## src/sgc_pkg.sv

```systemverilog
// Package for the serializer general configuration register bank
package sgc_pkg;

  // Register offsets on the local register port
  localparam logic [7:0] SGC_ADDR_GEN_CFG = 8'h03;
  localparam logic [7:0] SGC_ADDR_RSVD    = 8'h04;

  // Field positions of the general configuration register
  localparam int SGC_BIT_CRC_CHECK_EN  = 7;
  localparam int SGC_BIT_PARITY_GEN_EN = 6;
  localparam int SGC_BIT_CRC_CNT_CLR   = 5;
  localparam int SGC_BIT_AUTO_ACK      = 4;
  localparam int SGC_BIT_PASS_ALL      = 3;
  localparam int SGC_BIT_PASS_THROUGH  = 2;
  localparam int SGC_BIT_PLL_OVERRIDE  = 1;
  localparam int SGC_BIT_PIXEL_EDGE    = 0;

  // Reset value: checker, parity, pass-through and rising edge enabled
  localparam logic [7:0] SGC_GEN_CFG_RESET = 8'hC5;
  localparam logic [7:0] SGC_RSVD_READ     = 8'h00;
  localparam logic [7:0] SGC_BYTE_ZERO     = 8'h00;

  // A zero alias or remote target identifier disables the matching path
  localparam logic [6:0] SGC_ID_NONE = 7'h00;

  // Synchroniser depth for pins
  localparam int SGC_SYNC_STAGES = 2;

  // Decoded view of the configuration register
  typedef struct packed {
    logic crc_check_en;
    logic parity_gen_en;
    logic crc_cnt_clear;
    logic auto_ack_en;
    logic pass_all;
    logic pass_through;
    logic pll_source_override;
    logic pixel_edge_select;
  } sgc_cfg_t;

  // Identifiers used for forwarding decisions
  typedef struct packed {
    logic [6:0] own_id;
    logic [6:0] remote_target_identifier;
    logic [6:0] des_alias;
    logic [6:0] target_alias;
    logic [6:0] target_id;
  } sgc_ids_t;

  // Incoming local I2C transaction header
  typedef struct packed {
    logic       valid;
    logic       write;
    logic [6:0] addr;
  } sgc_txn_t;

  // Forwarding decision for the control channel
  typedef struct packed {
    logic       valid;
    logic       forward;
    logic       write;
    logic       auto_ack;
    logic [6:0] addr;
  } sgc_fwd_t;

  // Forwarding path selected for a transaction
  typedef enum logic [1:0] {
    SGC_PATH_NONE,
    SGC_PATH_DES,
    SGC_PATH_TARGET
  } sgc_path_t;

endpackage

```

## src/sgc_sync.sv

```systemverilog
// Two flip-flop synchroniser for pin inputs
`timescale 1ns/1ns
module sgc_sync
  import sgc_pkg::*;
#(
  parameter int WIDTH = 1
) (
  input  wire logic             mclk,
  input  wire logic             rst_n,
  input  wire logic [WIDTH-1:0] async_in,
  output logic      [WIDTH-1:0] sync_out
);

  logic [WIDTH-1:0] meta_q;
  logic [WIDTH-1:0] meta_d;
  logic [WIDTH-1:0] sync_q;
  logic [WIDTH-1:0] sync_d;

  // First stage feeds only the second stage
  always_comb begin
    meta_d = async_in;
    sync_d = meta_q;
  end

  always_ff @(posedge mclk or negedge rst_n) begin
    if (!rst_n) begin
      meta_q <= '0;
      sync_q <= '0;
    end else begin
      meta_q <= meta_d;
      sync_q <= sync_d;
    end
  end

  assign sync_out = sync_q;

endmodule

```

## src/sgc_general_config.sv

```systemverilog
// General configuration register bank and I2C forwarding decision
`timescale 1ns/1ns
// Functional notes
// - Back-channel CRC checking runs only while bit 7 is set.
// - Forward-channel parity is inserted only while bit 6 is set.
// - Bit 5 holds CRC error counters cleared until software writes zero.
// - Auto acknowledge applies only while the link reports lock.
// - Auto-acknowledged writes go to the remote target identifier address.
// - Bit 3 remaps every non-own access to the remote target identifier, forwarding it only if that identifier is nonzero.
// - Bit 2 forwards accesses hitting the deserializer alias or target alias.
// - Bit 1 set takes PLL source from the register setting, ignoring the strap.
// - Bit 1 clear takes PLL source only from the mode strap.
// - Bit 0 one samples pixels on rising edge, zero on falling edge.
// - Deserializer alias hits are remapped to the remote target identifier.
module sgc_general_config
  import sgc_pkg::*;
(
  input  wire logic       mclk,
  input  wire logic       rst_n,
  input  wire logic [7:0] reg_addr,
  input  wire logic [7:0] reg_wdata,
  input  wire logic       reg_wr,
  input  wire logic       reg_rd,
  output logic      [7:0] reg_rdata,
  output logic            reg_rvalid,
  input  wire logic       link_lock,
  input  wire logic       mode_strap,
  input  wire logic       pll_source_reg,
  input  wire sgc_ids_t   ids,
  input  wire sgc_txn_t   txn,
  output sgc_fwd_t        fwd,
  output logic            crc_check_en,
  output logic            parity_gen_en,
  output logic            crc_cnt_clear,
  output logic            pll_source_ext,
  output logic            pixel_edge_rising
);

  logic [7:0] cfg_q;
  logic [7:0] cfg_d;
  logic [7:0] rdata_q;
  logic [7:0] rdata_d;
  logic       rvalid_q;
  logic       rvalid_d;
  sgc_fwd_t   fwd_q;
  sgc_fwd_t   fwd_d;
  logic       pll_src_q;
  logic       pll_src_d;
  logic       lock_s;
  logic       strap_s;
  sgc_cfg_t   cfg;
  sgc_path_t  path;
  logic       wr_cfg;
  logic       rd_cfg;
  logic       rd_rsvd;
  logic       own_hit;
  logic       des_hit;
  logic       tgt_hit;
  logic       ack_ok;

  // Lock and strap share one synchroniser instance
  localparam int PIN_COUNT = 2;

  // Pins come from outside the clock domain
  sgc_sync #(
    .WIDTH (PIN_COUNT)
  ) u_sync (
    .mclk     (mclk),
    .rst_n    (rst_n),
    .async_in ({link_lock, mode_strap}),
    .sync_out ({lock_s, strap_s})
  );

  // Alias match, where a zero alias never matches
  function automatic logic alias_hit(input logic [6:0] alias_id, input logic [6:0] addr);
    alias_hit = (alias_id != SGC_ID_NONE) && (alias_id == addr);
  endfunction

  // Register address decode, shared by the write and read strobes
  function automatic logic addr_is(input logic [7:0] addr, input logic [7:0] target);
    addr_is = (addr == target);
  endfunction

  // Field view of the register, in bit order
  always_comb begin
    cfg.crc_check_en        = cfg_q[SGC_BIT_CRC_CHECK_EN];
    cfg.parity_gen_en       = cfg_q[SGC_BIT_PARITY_GEN_EN];
    cfg.crc_cnt_clear       = cfg_q[SGC_BIT_CRC_CNT_CLR];
    cfg.auto_ack_en         = cfg_q[SGC_BIT_AUTO_ACK];
    cfg.pass_all            = cfg_q[SGC_BIT_PASS_ALL];
    cfg.pass_through        = cfg_q[SGC_BIT_PASS_THROUGH];
    cfg.pll_source_override = cfg_q[SGC_BIT_PLL_OVERRIDE];
    cfg.pixel_edge_select   = cfg_q[SGC_BIT_PIXEL_EDGE];
  end

  // Strobe decode for the register port
  always_comb begin
    wr_cfg  = reg_wr && addr_is(reg_addr, SGC_ADDR_GEN_CFG);
    rd_cfg  = reg_rd && addr_is(reg_addr, SGC_ADDR_GEN_CFG);
    rd_rsvd = reg_rd && addr_is(reg_addr, SGC_ADDR_RSVD);
  end

  // Register port: write takes effect next edge, read data registered
  // A read in the cycle of a write returns the old value
  always_comb begin
    cfg_d    = cfg_q;
    rdata_d  = rdata_q;
    rvalid_d = reg_rd;
    // Writes to any other byte, the reserved one included, fall away
    if (wr_cfg) begin
      cfg_d = reg_wdata;
    end
    if (rd_cfg) begin
      rdata_d = cfg_q;
    end else if (rd_rsvd) begin
      rdata_d = SGC_RSVD_READ;
    end else if (reg_rd) begin
      rdata_d = SGC_BYTE_ZERO;
    end
  end

  always_ff @(posedge mclk or negedge rst_n) begin
    if (!rst_n) begin
      cfg_q    <= SGC_GEN_CFG_RESET;
      rdata_q  <= SGC_BYTE_ZERO;
      rvalid_q <= 1'b0;
    end else begin
      cfg_q    <= cfg_d;
      rdata_q  <= rdata_d;
      rvalid_q <= rvalid_d;
    end
  end

  // Header matches; a zero alias is never a hit
  always_comb begin
    own_hit = (txn.addr == ids.own_id);
    des_hit = alias_hit(ids.des_alias, txn.addr);
    tgt_hit = alias_hit(ids.target_alias, txn.addr);
  end

  // Path choice; own address always stays local
  always_comb begin
    path = SGC_PATH_NONE;
    if (own_hit) begin
      path = SGC_PATH_NONE;
    end else if (cfg.pass_all) begin
      path = SGC_PATH_DES;
    end else if (cfg.pass_through && des_hit) begin
      path = SGC_PATH_DES;
    end else if (cfg.pass_through && tgt_hit) begin
      path = SGC_PATH_TARGET;
    end
  end

  // Early acknowledge only on a locked link, only for the deserializer path
  always_comb begin
    ack_ok = cfg.auto_ack_en && lock_s && (path == SGC_PATH_DES);
  end

  // Forwarding decision, registered one edge after the header
  always_comb begin
    fwd_d          = '0;
    fwd_d.valid    = txn.valid;
    fwd_d.write    = txn.write;
    fwd_d.addr     = txn.addr;
    // Only the address may be remapped; the other header fields pass through
    case (path)
      SGC_PATH_DES: begin
        // A zero identifier disables remote deserializer access
        fwd_d.forward = txn.valid && (ids.remote_target_identifier != SGC_ID_NONE);
        fwd_d.addr    = ids.remote_target_identifier;
      end
      SGC_PATH_TARGET: begin
        fwd_d.forward = txn.valid;
        fwd_d.addr    = ids.target_id;
      end
      default: begin
        fwd_d.forward = 1'b0;
      end
    endcase
    fwd_d.auto_ack = fwd_d.forward && txn.write && ack_ok;
  end

  // Override trades strap robustness for software control
  always_comb begin
    if (cfg.pll_source_override) begin
      pll_src_d = pll_source_reg;
    end else begin
      pll_src_d = strap_s;
    end
  end

  // Forwarding decision stands for exactly one cycle per header
  always_ff @(posedge mclk or negedge rst_n) begin
    if (!rst_n) begin
      fwd_q <= '0;
    end else begin
      fwd_q <= fwd_d;
    end
  end

  // Registered so a strap change never reaches the PLL mux mid-cycle
  always_ff @(posedge mclk or negedge rst_n) begin
    if (!rst_n) begin
      pll_src_q <= 1'b0;
    end else begin
      pll_src_q <= pll_src_d;
    end
  end

  // Every output comes straight from a flip-flop
  assign reg_rdata         = rdata_q;
  assign reg_rvalid        = rvalid_q;
  assign fwd               = fwd_q;
  assign crc_check_en      = cfg_q[SGC_BIT_CRC_CHECK_EN];
  assign parity_gen_en     = cfg_q[SGC_BIT_PARITY_GEN_EN];
  assign crc_cnt_clear     = cfg_q[SGC_BIT_CRC_CNT_CLR];
  assign pll_source_ext    = pll_src_q;
  assign pixel_edge_rising = cfg_q[SGC_BIT_PIXEL_EDGE];

endmodule

```

## config.mk

```make
export PLATFORM = sky130hd
export DESIGN_NAME = sgc_general_config
export DESIGN_NICKNAME = d
export VERILOG_FILES = /design/src/sgc_pkg.sv /design/src/sgc_sync.sv /design/src/sgc_general_config.sv
export SDC_FILE = /design/constraint.sdc
export NUM_CORES = 1
export LEC_CHECK = 0
export ABC_AREA = 1
export BUFFER_PORTS_ARGS = -buffer_cell sky130_fd_sc_hd__buf_2
export CELL_PAD_IN_SITES_DETAIL_PLACEMENT = 1
export CELL_PAD_IN_SITES_GLOBAL_PLACEMENT = 2
export CORE_AREA = 5 5 91 93
export DETAILED_ROUTE_END_ITERATION = 16
export DIE_AREA = 0 0 96 98
export PLACE_DENSITY_LB_ADDON = 0.1
export SLEW_MARGIN = 20
export SYNTH_ARGS = -nofsm -noshare
export SYNTH_HDL_FRONTEND = slang
export SYNTH_HIERARCHICAL = 1
export SYNTH_SLANG_ARGS = --single-unit
```

## constraint.sdc

```tcl
create_clock -name mclk -period 5.37 [get_ports mclk]
set_input_delay 0.2685 -clock mclk [delete_from_list [all_inputs] [get_ports mclk]]
set_output_delay 0.2685 -clock mclk [all_outputs]
set_load 0.01 [all_outputs]
```

==> results of run 1 <==
==> placed cells by master (no fill, tap or decap) <==
cell type  count
xor2_1         1
nor2_1        18
nor2_4         1
nor3_1         1
xnor2_1        3
nor2_2         1
dfstp_2        4
nand3_4        1
ha_1           2
buf_2         91
nand3_1        6
inv_1         29
dfrtp_1       29
nand2_1      114
o21ai_1        1
o21ai_0        7
inv_2          4
nor3_2         1
clkinv_1       1
a21oi_1        8
clkbuf_8       5
a22oi_1        7
a21boi_1       1
clkbuf_1       2
clkinv_2       1
nor2_8         1
nand4_1        2
==> power by group <==
part	switching [W]	leakage [nW]	total (W)	internal, W
sequential	0.00000499	0.401	0.000268	0.000263
combinational	0.0000598	1.01	0.000103	0.0000434
clock	0.0000860	0.0422	0.000177	0.0000908
total	0.000151	1.45	0.000548	0.000397
==> kinds of logic (layout without fill, tap and decap cells) <==
| logic type | count (synthesis) | after routing | synth area share, % |
|---|---|---|---|
| AOI/OAI and AO/OA | 24 | 24 | 7.88 |
| xor gates and xnor gates | 4 | 4 | 1.97 |
| adders and majority gates | 2 | 2 | 1.41 |
| and+or+nand+nor | 146 | 146 | 34.2 |
| DFF | 33 | 33 | 46.7 |
| buffers and inverters | 37 | 133 | 7.88 |
==> worst max path at each step <==
stage	cells after the start	slack, ns	end	start
after global routing	11	3.09	fwd[9]	cfg[2]
after global placement	13	3.36	fwd[7]	txn[5]
final	10	3.34	fwd[4]	cfg[2]
after CTS	10	3.30	fwd[4]	cfg[2]
after floorplan	11	3.56	fwd[6]	cfg[2]
after detailed placement	10	3.33	fwd[4]	cfg[2]
==> state kept, by name, indices dropped and copies added (netlist names) <==
name / cells
u_sync/meta_q: 2
pll_source_ext: 1
fwd: 11
reg_rdata: 8
reg_rvalid: 1
u_sync/sync_out: 2
cfg: 8
==> metal layers <==
metal | global-route usage, % | up-vias | share of wire, %
met2 | 21.8 | 52 | 51
met3 | 2.08 | 8 | 5.2
met1 | 14.8 | 848 | 42
met5 | 0 | - | 0
met4 | 4.16 | 0 | 1.5
li1 | - | 945 | -
==> metrics by stage <==
stage,utilization [%],setup slack [ns],hold WS [ns]
final,32.6,3.34,0.0403
after floorplan,-,3.56,-0.0271
after CTS,32.6,3.30,0.0640
after detailed placement,31.6,3.33,0.337
after global placement,31.6,3.36,0.335
after global routing,32.6,3.09,0.0912
==> worst max-delay path, delay by kind of cell, from the launching register on <==
family                     cells  cell delay, ns
AOI/OAI and AO/OA              2            0.26
DFF                            1            0.55
adders and majority gates      1            0.57
and+or+nand+nor                7            0.55
==> area by class of cell <==
type                            instances  area (µm²)
Fill cell                             991        5020
Sequential cell                        33         831
Multi-Input combinational cell        176         808
Timing Repair Buffer                   91         455
Inverter                               34         128
Tap cell                              102         128
Clock buffer                            7        76.3
Clock inverter                          1        5.00
==> metrics.csv, run 1 <==
stage,metric,value,unit
clock_network,setup bufs post-CTS,0,
clock_network,Bufs on Longest Clock Path,2,
sta,Tmin final,2.03,ns
finish,share of cells above drive strength 1,32.2,%
routing,Routed Antenna Nets,0,
job,max-cap viol count,0,
floorplan,Die Y,98,µm
synth,commonest cells in the netlist,"114 x nand2_1, 29 x dfrtp_1, 29 x inv_1",
sta,skew final,0.00839,ns
finish,Final Instance Area,0.00243,mm²
floorplan,Die Wd,96,µm
place,Post-Place Cell Area,0.00235,mm²
clock_network,Num CTS Buffers,5,
power,leakage,1.45,nW
hold_path,worst hold-check path type,in -> async,
critical_path,start of the worst register-to-register path,cfg[2],
power,Tot Pwr,0.000548,W
routing,DRT iter0 DRCs,70,
sta,Hold Fails Final Rpt,0,
finish,nets@finish,410,
finish,Post-Layout Cell Count,444,
synth,Syn Area/Cell,7.23,µm²
clock_network,"Hold-fix buffers, CTS",0,
floorplan,Initial Util,23.9,%
place,post-DP HPWL,4.64,mm
critical_path,CP Class,reg -> reg,
synth,Netlist cell types,25,
synth,most common cell in the synthesized netlist,nand2_1,
synth,"FF+latch count, synth",33,
synth,synthesized net count,315,
clock_network,clock sink count,33,
critical_path,crit-path max FO,15,
floorplan,IO Pins,92,
critical_path,Critical Path AT,2.21,ns
synth,top cell type's share of synthesized area,40.8,%
sta,Max transition margin,50.6,%
synth,Synth area leaders,"dfrtp_1 41%, nand2_1 24%, inv_1 6.1%",
power,Power Dens Cells,225,mW/mm²
routing,WL/cell,12.6,µm
sta,fmax,0.493,GHz
synth,"EDFF count, synth",0,
floorplan,Die ar.,0.00941,mm²
finish,Layout area overhead,36.6,%
critical_path,r2r setup slk,3.34,ns
routing,DRC,0,
critical_path,Worst path max stage delay,0.57,ns
clock_network,H-tree Lvls,2,
place,Placer Congestion,0.743,
sta,RSZ-0062 raised after global routing,false,
sta,worst slew pin tran,0.741,ns
synth,Synth Flop Type,dfrtp_1,
routing,Pre-antenna DRT Iters,4,
synth,post-synthesis sequential area ratio,46.7,%
synth,yosys warns,6,
sta,final setup fails,0,
clock_network,worst-skew pair later-pin latency,0.28,ns
sta,"Slew Viols, Final",0,
synth,"FFs w/ async S/R, synth",100,%
place,DP Cell Count,436,
grt,gr usage total,12.3,%
finish,ANT cells,0,
clock_network,CTS tree,yes,
grt,initial antenna violation count,0,
sta,Setup TNS,0,ns
routing,drt via density,4.17,
critical_path,Crit path top cell by count,nand2_1,
synth,Syn Inst Count,246,
critical_path,Worst Setup End Kind,register,
synth,most area-hungry cell type in the Yosys netlist,dfrtp_1,
synth,Mapped Area,0.00178,mm²
grt,first-pass GRT wire length,9.06,mm
clock_network,clk slew on worst S/H paths,0.07,ns
clock_network,cts repair resizes,0,
critical_path,R2R depth,10,
critical_path,cells along the critical path,nand2_1 > nor2_1 > nand2_1 > nor2_2 > nand2_1 > nand2_1 > nand2_1 > ha_1 > a21oi_1 > a22oi_1,
critical_path,CP Launch Type,register,
grt,grt total ovfl,0,
critical_path,CP max-delay cell,ha_1,
place,Port Buf Inserts,91,
grt,largest net degree at the start of global routing,34,
sta,Final Cycle Share,37.8,%
outcome,outcome,completed,
critical_path,reg2reg end,fwd[4],
grt,vias in the first global route,1973,
clock_network,Root Driver,clkbuf_8,
routing,DR vias,1853,
critical_path,worst endpoint required time,5.55,ns
routing,WL final,5.60,mm
floorplan,core area,0.00745,mm²
floorplan,row count,32,
power,Max IR drop VDD,0.0000806,V
(Power assumes the default switching activity.)
==> run 2: changes to the inputs <==
--- a/config.mk
+++ b/config.mk
@@ -5,13 +5,13 @@
 export SDC_FILE = /design/constraint.sdc
 export NUM_CORES = 1
 export LEC_CHECK = 0
-export ABC_AREA = 1
+export ABC_AREA = 0
 export BUFFER_PORTS_ARGS = -buffer_cell sky130_fd_sc_hd__buf_2
 export CELL_PAD_IN_SITES_DETAIL_PLACEMENT = 1
 export CELL_PAD_IN_SITES_GLOBAL_PLACEMENT = 2
-export CORE_AREA = 5 5 91 93
+export CORE_AREA = 5 5 90 92
 export DETAILED_ROUTE_END_ITERATION = 16
-export DIE_AREA = 0 0 96 98
+export DIE_AREA = 0 0 95 97
 export PLACE_DENSITY_LB_ADDON = 0.1
 export SLEW_MARGIN = 20
 export SYNTH_ARGS = -nofsm -noshare
==> constraint.sdc (replaced) <==
create_clock -name mclk -period 1.8 [get_ports mclk]
set_input_delay 0.09 -clock mclk [delete_from_list [all_inputs] [get_ports mclk]]
set_output_delay 0.09 -clock mclk [all_outputs]
set_load 0.01 [all_outputs]
==> metrics.csv, run 2 <==
stage,metric,value,unit
outcome,outcome,finished with violations,
outcome,failing checks,setup timing,
finish,share of cells above drive strength 1,57.9,%
sta,Final Cycle Share,106,%
routing,drt via density,4.22,
hold_path,Hold Path Depth,2,
critical_path,start of the worst register-to-register path,cfg[2],
finish,Layout area overhead,58.9,%
clock_network,Num CTS Buffers,5,
hold_path,hold_sp,reg_wdata[0],
clock_network,CTS tree,yes,
synth,commonest cells in the netlist,"29 x dfrtp_1, 13 x xor2_1, 9 x nand2_1",
synth,adder-cell share of the synthesized area,1.57,%
clock_network,Bufs on Longest Clock Path,2,
clock_network,worst-skew pair later-pin latency,0.28,ns
synth,post-synthesis sequential area ratio,52.1,%
critical_path,CP Launch Point,cfg[2],
place,Port Buf Inserts,91,
floorplan,Die ar.,0.00922,mm²
floorplan,IO Pins,92,
critical_path,worst endpoint required time,1.96,ns
grt,gr usage total,12.5,%
place,Placer Congestion,0.709,
power,Clk network pwr share,40.4,%
clock_network,clock sink count,33,
floorplan,core area,0.00714,mm²
sta,Setup TNS,-0.725,ns
synth,synthesized net count,200,
sta,"Slew Viols, Final",0,
routing,DRT iter0 DRCs,14,
job,max-cap viol count,0,
critical_path,Critical Path AT,2.07,ns
power,Max IR drop VDD,0.000215,V
power,fraction of power consumed by sequential logic,43.7,%
synth,Syn Area/Cell,12.2,µm²
synth,Synth area leaders,"dfrtp_1 46%, mux2_4 7.5%, xor2_1 7.1%",
synth,"EDFF count, synth",0,
sta,Final WS setup,-0.105,ns
synth,most area-hungry cell type in the Yosys netlist,dfrtp_1,
routing,WL/cell,15.8,µm
power,net switching power,0.000419,W
power,Tot Pwr,0.00179,W
synth,top cell type's share of synthesized area,45.5,%
synth,Netlist cell types,32,
critical_path,r2r setup slk,-0.10,ns
sta,Hold Fails Final Rpt,0,
synth,Mapped Area,0.00159,mm²
routing,Routed Antenna Nets,0,
critical_path,R2R depth,6,
grt,initial antenna violation count,0,
synth,Simple-Gate Fraction of Synth Area,13.0,%
synth,xor/xnor share of the synthesized area,10.4,%
sta,skew final,0.00705,ns
synth,yosys warns,6,
floorplan,row count,31,
sta,worst slew pin tran,0.780,ns
routing,WL final,5.56,mm
synth,largest family of logic cells by synthesized area,compound AO/OA/AOI/OAI gates,
floorplan,Initial Util,22.3,%
critical_path,crit-path max FO,9,
critical_path,CP Launch Type,register,
finish,max reg flops,11,
place,post-place setup slack,-0.305,ns
power,sw frac,23.4,%
sta,final setup fails,9,
hold_path,worst hold-check path type,in -> reg,
synth,"FF+latch count, synth",33,
power,Power Dens Cells,707,mW/mm²
finish,nets@finish,320,
place,post-DP HPWL,4.43,mm
clock_network,clk slew on worst S/H paths,0.07,ns
clock_network,H-tree Lvls,2,
grt,grt total ovfl,0,
clock_network,Root Driver,clkbuf_8,
finish,Layout Utilization,35.5,%
floorplan,Die Wd,95,µm
sta,fmax,0.525,GHz
finish,most frequent cells in the layout,"91 x buf_2, 29 x dfrtp_1, 20 x buf_4, 13 x xor2_1, 9 x nand2_1",
floorplan,Die Y,97,µm
grt,largest net degree at the start of global routing,34,
power,leakage,1.28,nW
routing,DRC,0,
routing,Pre-antenna DRT Iters,4,
finish,Filler Cell Count,827,
synth,compound-cell area share of the yosys netlist,13.2,%
critical_path,CP Class,reg -> reg,
power,Gate power share,15.9,%
critical_path,Worst Setup End Kind,register,
synth,mux cell area share after synthesis,8.24,%
power,P_int,0.00137,W
synth,Synth Flop Type,dfrtp_1,
sta,Tmin final,1.90,ns
synth,Syn Inst Count,131,
grt,vias in the first global route,1772,
synth,"FFs w/ async S/R, synth",100,%
routing,DR vias,1482,
sta,RSZ-0062 raised after global routing,true,
grt,first-pass GRT wire length,8.91,mm
sta,WHS,0.0441,ns
finish,"commonest non-fill, non-tap cell in the layout",buf_2,
sta,Max transition margin,48.0,%
finish,ANT cells,0,
synth,most common cell in the synthesized netlist,dfrtp_1,
-- run 2: cell types whose count changed after synthesis, sizes merged, moves of 2 or more --
cell    change
xnor2       +3
nand3       -7
xor2       +12
nand2     -104
nand2b      +2
nor2       -17
and3        +2
or4         +2
mux2        +9
a21oi       -5
nor4        +6
a22o        +8
inv        -32
-- run 2: power groups by stage --
| stage | sequential (W) | clock (W) | combinational, W |
|---|---|---|---|
| after floorplan | 0.000804 | 0 | 0.0000833 |
| after global placement | 0.000796 | 0 | 0.000261 |
| after detailed placement | 0.000796 | 0 | 0.000271 |
| after CTS | 0.000783 | 0.000756 | 0.000287 |
| after global routing | 0.000786 | 0.000787 | 0.000316 |
| final | 0.000783 | 0.000724 | 0.000285 |
-- run 2: per-stage QoR --
stage / instance area [µm²] / std cells
2_1_floorplan: 1610 / 131
3_3_place_gp: 2300 / 336
3_5_place_dp: 2300 / 336
4_1_cts: 2510 / 351
5_1_grt: 2530 / 351
6_report: 2530 / 351
-- run 2: path summary, 6_finish.rpt --
kind,to
worst max-delay path,fwd[1]
min in group asynchronous,reg_rdata[6]
worst max register to register,fwd[1]
max in group asynchronous,reg_rdata[2]
worst min register to register,u_sync/sync_out[1]
worst min-delay path,cfg[0]
-- run 2: repair_timing --
item,CTS,global route
hold buffers,6,0
setup buffers,1,0
endpoints found under the setup margin,9,9
hold endpoints to repair,34,0
gates resized for setup,4,9
-- run 2: critical path, stage by stage, from the launching register on --
cell and delay (ns):
dfstp_2 0.55, and3_1 0.16, o2111ai_2 0.14, or4_4 0.45, ha_4 0.22, a22oi_1 0.17
o21ai_0 0.09
-- run 2: cell families after synthesis --
family | Yosys count
and+or+nand+nor | 34
DFF | 33
buffers and inverters | 5
muxes | 9
adders and majority gates | 2
xor gates and xnor gates | 19
AOI/OAI and AO/OA | 29
-- run 2: per-layer routing --
metal | routed length [µm] | GRT usage, %
met1 | 2250 | 14.3
met2 | 2920 | 22.3
met3 | 305 | 2.87
met4 | 84 | 4.33
met5 | 0 | 0
-- run 2: area by class of cell --
type / count / area (µm²) / area share [%]
Sequential cell: 33 / 831 / 32.8
Clock inverter: 1 / 30.0 / 1.19
Inverter: 1 / 3.75 / 0.148
Multi-Input combinational cell: 93 / 793 / 31.3
Timing Repair Buffer: 117 / 666 / 26.3
Clock buffer: 7 / 86.3 / 3.41
Tap cell: 99 / 124 / 4.89
==> run 3: changes to the inputs <==
==> constraint.sdc (replaced) <==
create_clock -name mclk -period 1.6 [get_ports mclk]
set_input_delay 0.08 -clock mclk [delete_from_list [all_inputs] [get_ports mclk]]
set_output_delay 0.08 -clock mclk [all_outputs]
set_load 0.01 [all_outputs]
==> metrics.csv, run 3 (same netlist as run 2, synthesis figures left out) <==
stage,metric,value,unit
finish,max reg flops,11,
grt,largest net degree at the start of global routing,34,
place,post-DP HPWL,4.35,mm
grt,met2 Use GR,22.9,%
finish,most frequent cells in the layout,"91 x buf_2, 29 x dfrtp_1, 18 x buf_4, 13 x xor2_1, 9 x nand2_1",
routing,Routed Antenna Nets,0,
grt,first-pass GRT wire length,8.66,mm
sta,skew final,0.00765,ns
finish,share of cells above drive strength 1,56.8,%
outcome,failing checks,setup timing,
grt,M1 GR Usage,13.4,%
grt,grt total ovfl,0,
sta,Max transition margin,48.8,%
critical_path,crit-path max FO,9,
place,Port Buf Inserts,91,
finish,Final Instance Area,0.00251,mm²
grt,GRT busiest layer,met2,
finish,Filler Cell Count,864,
clock_network,clk slew on worst S/H paths,0.07,ns
finish,Layout area overhead,57.6,%
place,Post-Place Cell Area,0.00229,mm²
critical_path,Worst path max stage delay,0.54,ns
floorplan,Initial Util,22.3,%
critical_path,Worst Setup End Kind,register,
clock_network,clock sink count,33,
critical_path,CP Class,reg -> reg,
floorplan,row count,31,
sta,Final WS setup,-0.320,ns
floorplan,IO Pins,92,
clock_network,worst-skew pair later-pin latency,0.28,ns
hold_path,worst hold-check path type,in -> reg,
finish,register area,831,µm²
sta,Tmin final,1.92,ns
job,max-cap viol count,0,
clock_network,Num CTS Buffers,5,
power,Power Dens Cells,799,mW/mm²
clock_network,Bufs on Longest Clock Path,2,
critical_path,CP max-delay cell,dfstp_2,
sta,worst slew pin tran,0.769,ns
floorplan,Die Wd,95,µm
finish,Post-Layout Cell Count,349,
sta,final setup fails,9,
sta,fmax,0.521,GHz
grt,GRT met3 Usage,2.72,%
place,DP Cell Count,335,
critical_path,Critical Path AT,2.09,ns
routing,WL/cell,15.7,µm
routing,WL final,5.49,mm
sta,Hold Fails Final Rpt,0,
critical_path,worst endpoint required time,1.77,ns
floorplan,Die ar.,0.00922,mm²
grt,gr usage total,12.3,%
sta,Final Cycle Share,120,%
routing,DRT iter0 DRCs,26,
critical_path,CP Launch Type,register,
routing,DR vias,1500,
clock_network,CTS tree,yes,
routing,DRC,0,
power,leakage,1.27,nW
floorplan,Die Y,97,µm
finish,nets@finish,318,
sta,RSZ-0062 raised after global routing,true,
finish,"commonest non-fill, non-tap cell in the layout",buf_2,
grt,initial antenna violation count,0,
floorplan,core area,0.00714,mm²
clock_network,Root Driver,clkbuf_8,
finish,ANT cells,0,
finish,multi-input logic area,787,µm²
outcome,outcome,finished with violations,
routing,Pre-antenna DRT Iters,3,
grt,vias in the first global route,1768,
clock_network,H-tree Lvls,2,
critical_path,cells along the critical path,and3_1 > o2111ai_2 > or4_4 > ha_4 > a22oi_1 > o21ai_0,
routing,drt via density,4.30,
place,Placer Congestion,0.724,
sta,"Slew Viols, Final",0,
power,Max IR drop VDD,0.000275,V
## run 3: what timing repair did
action | in CTS | in global routing
hold endpoints to repair | 34 | 0
hold buffers | 6 | 0
setup endpoints to repair | 9 | 9
buffers inserted | 0 | 0
resized for setup | 8 | 1
## run 3: path summary, 6_finish.rpt
kind / slack (ns) / start / cells past startpoint / end
worst max-delay path: -0.32 / cfg[2] / 6 / fwd[0]
worst min-delay path: 0.03 / reg_wdata[7] / 2 / cfg[7]
worst max register to register: -0.32 / cfg[2] / 6 / fwd[0]
worst min register to register: 0.36 / u_sync/meta_q[0] / 0 / u_sync/sync_out[0]
max in group asynchronous: 0.68 / rst_n / 2 / fwd[9]
min in group asynchronous: 0.43 / rst_n / 2 / reg_rvalid
## run 3: layout make-up
type / instances / share of cell area (%)
clock buffer: 7 / 3.44
clock inverter: 1 / 1.20
inverter: 1 / 0.149
multi-input combinational: 93 / 31.3
sequential: 33 / 33.1
tap: 99 / 4.93
timing repair buffer: 115 / 25.9
## run 3: routing by layer
layer	wire length, µm	share of wire (%)
met4	87	1.6
met5	0	0
met2	2970	54
met3	261	4.8
met1	2170	40
## run 3: worst max-delay path: cells and delay by family, from the launching register on
kind | cells | cell delay [ns]
adder cells (fa/ha/maj) | 1 | 0.22
AND/OR/NAND/NOR | 2 | 0.61
flip-flops | 1 | 0.54
AO/OA/AOI/OAI | 3 | 0.44
## run 3: through the flow
step | power (W) | util [%] | TNS [ns] | setup slack, ns | hold WS [ns]
2_1_floorplan | 0.000998 | - | -2.13 | -0.241 | -0.216
3_3_place_gp | 0.00119 | 32.1 | -3.47 | -0.400 | 0.183
3_5_place_dp | 0.00120 | 32.1 | -4.57 | -0.567 | 0.191
4_1_cts | 0.00205 | 35.1 | -2.57 | -0.316 | 0.0206
5_1_grt | 0.00212 | 35.2 | -3.52 | -0.420 | 0.0166
6_report | 0.00201 | 35.2 | -2.66 | -0.320 | 0.0329
## run 3: where the power goes
part / internal (W) / switching (W)
Sequential: 0.000867 / 0.0000131
Clock: 0.000508 / 0.000303
Combinational: 0.000165 / 0.000151
Total: 0.00154 / 0.000467
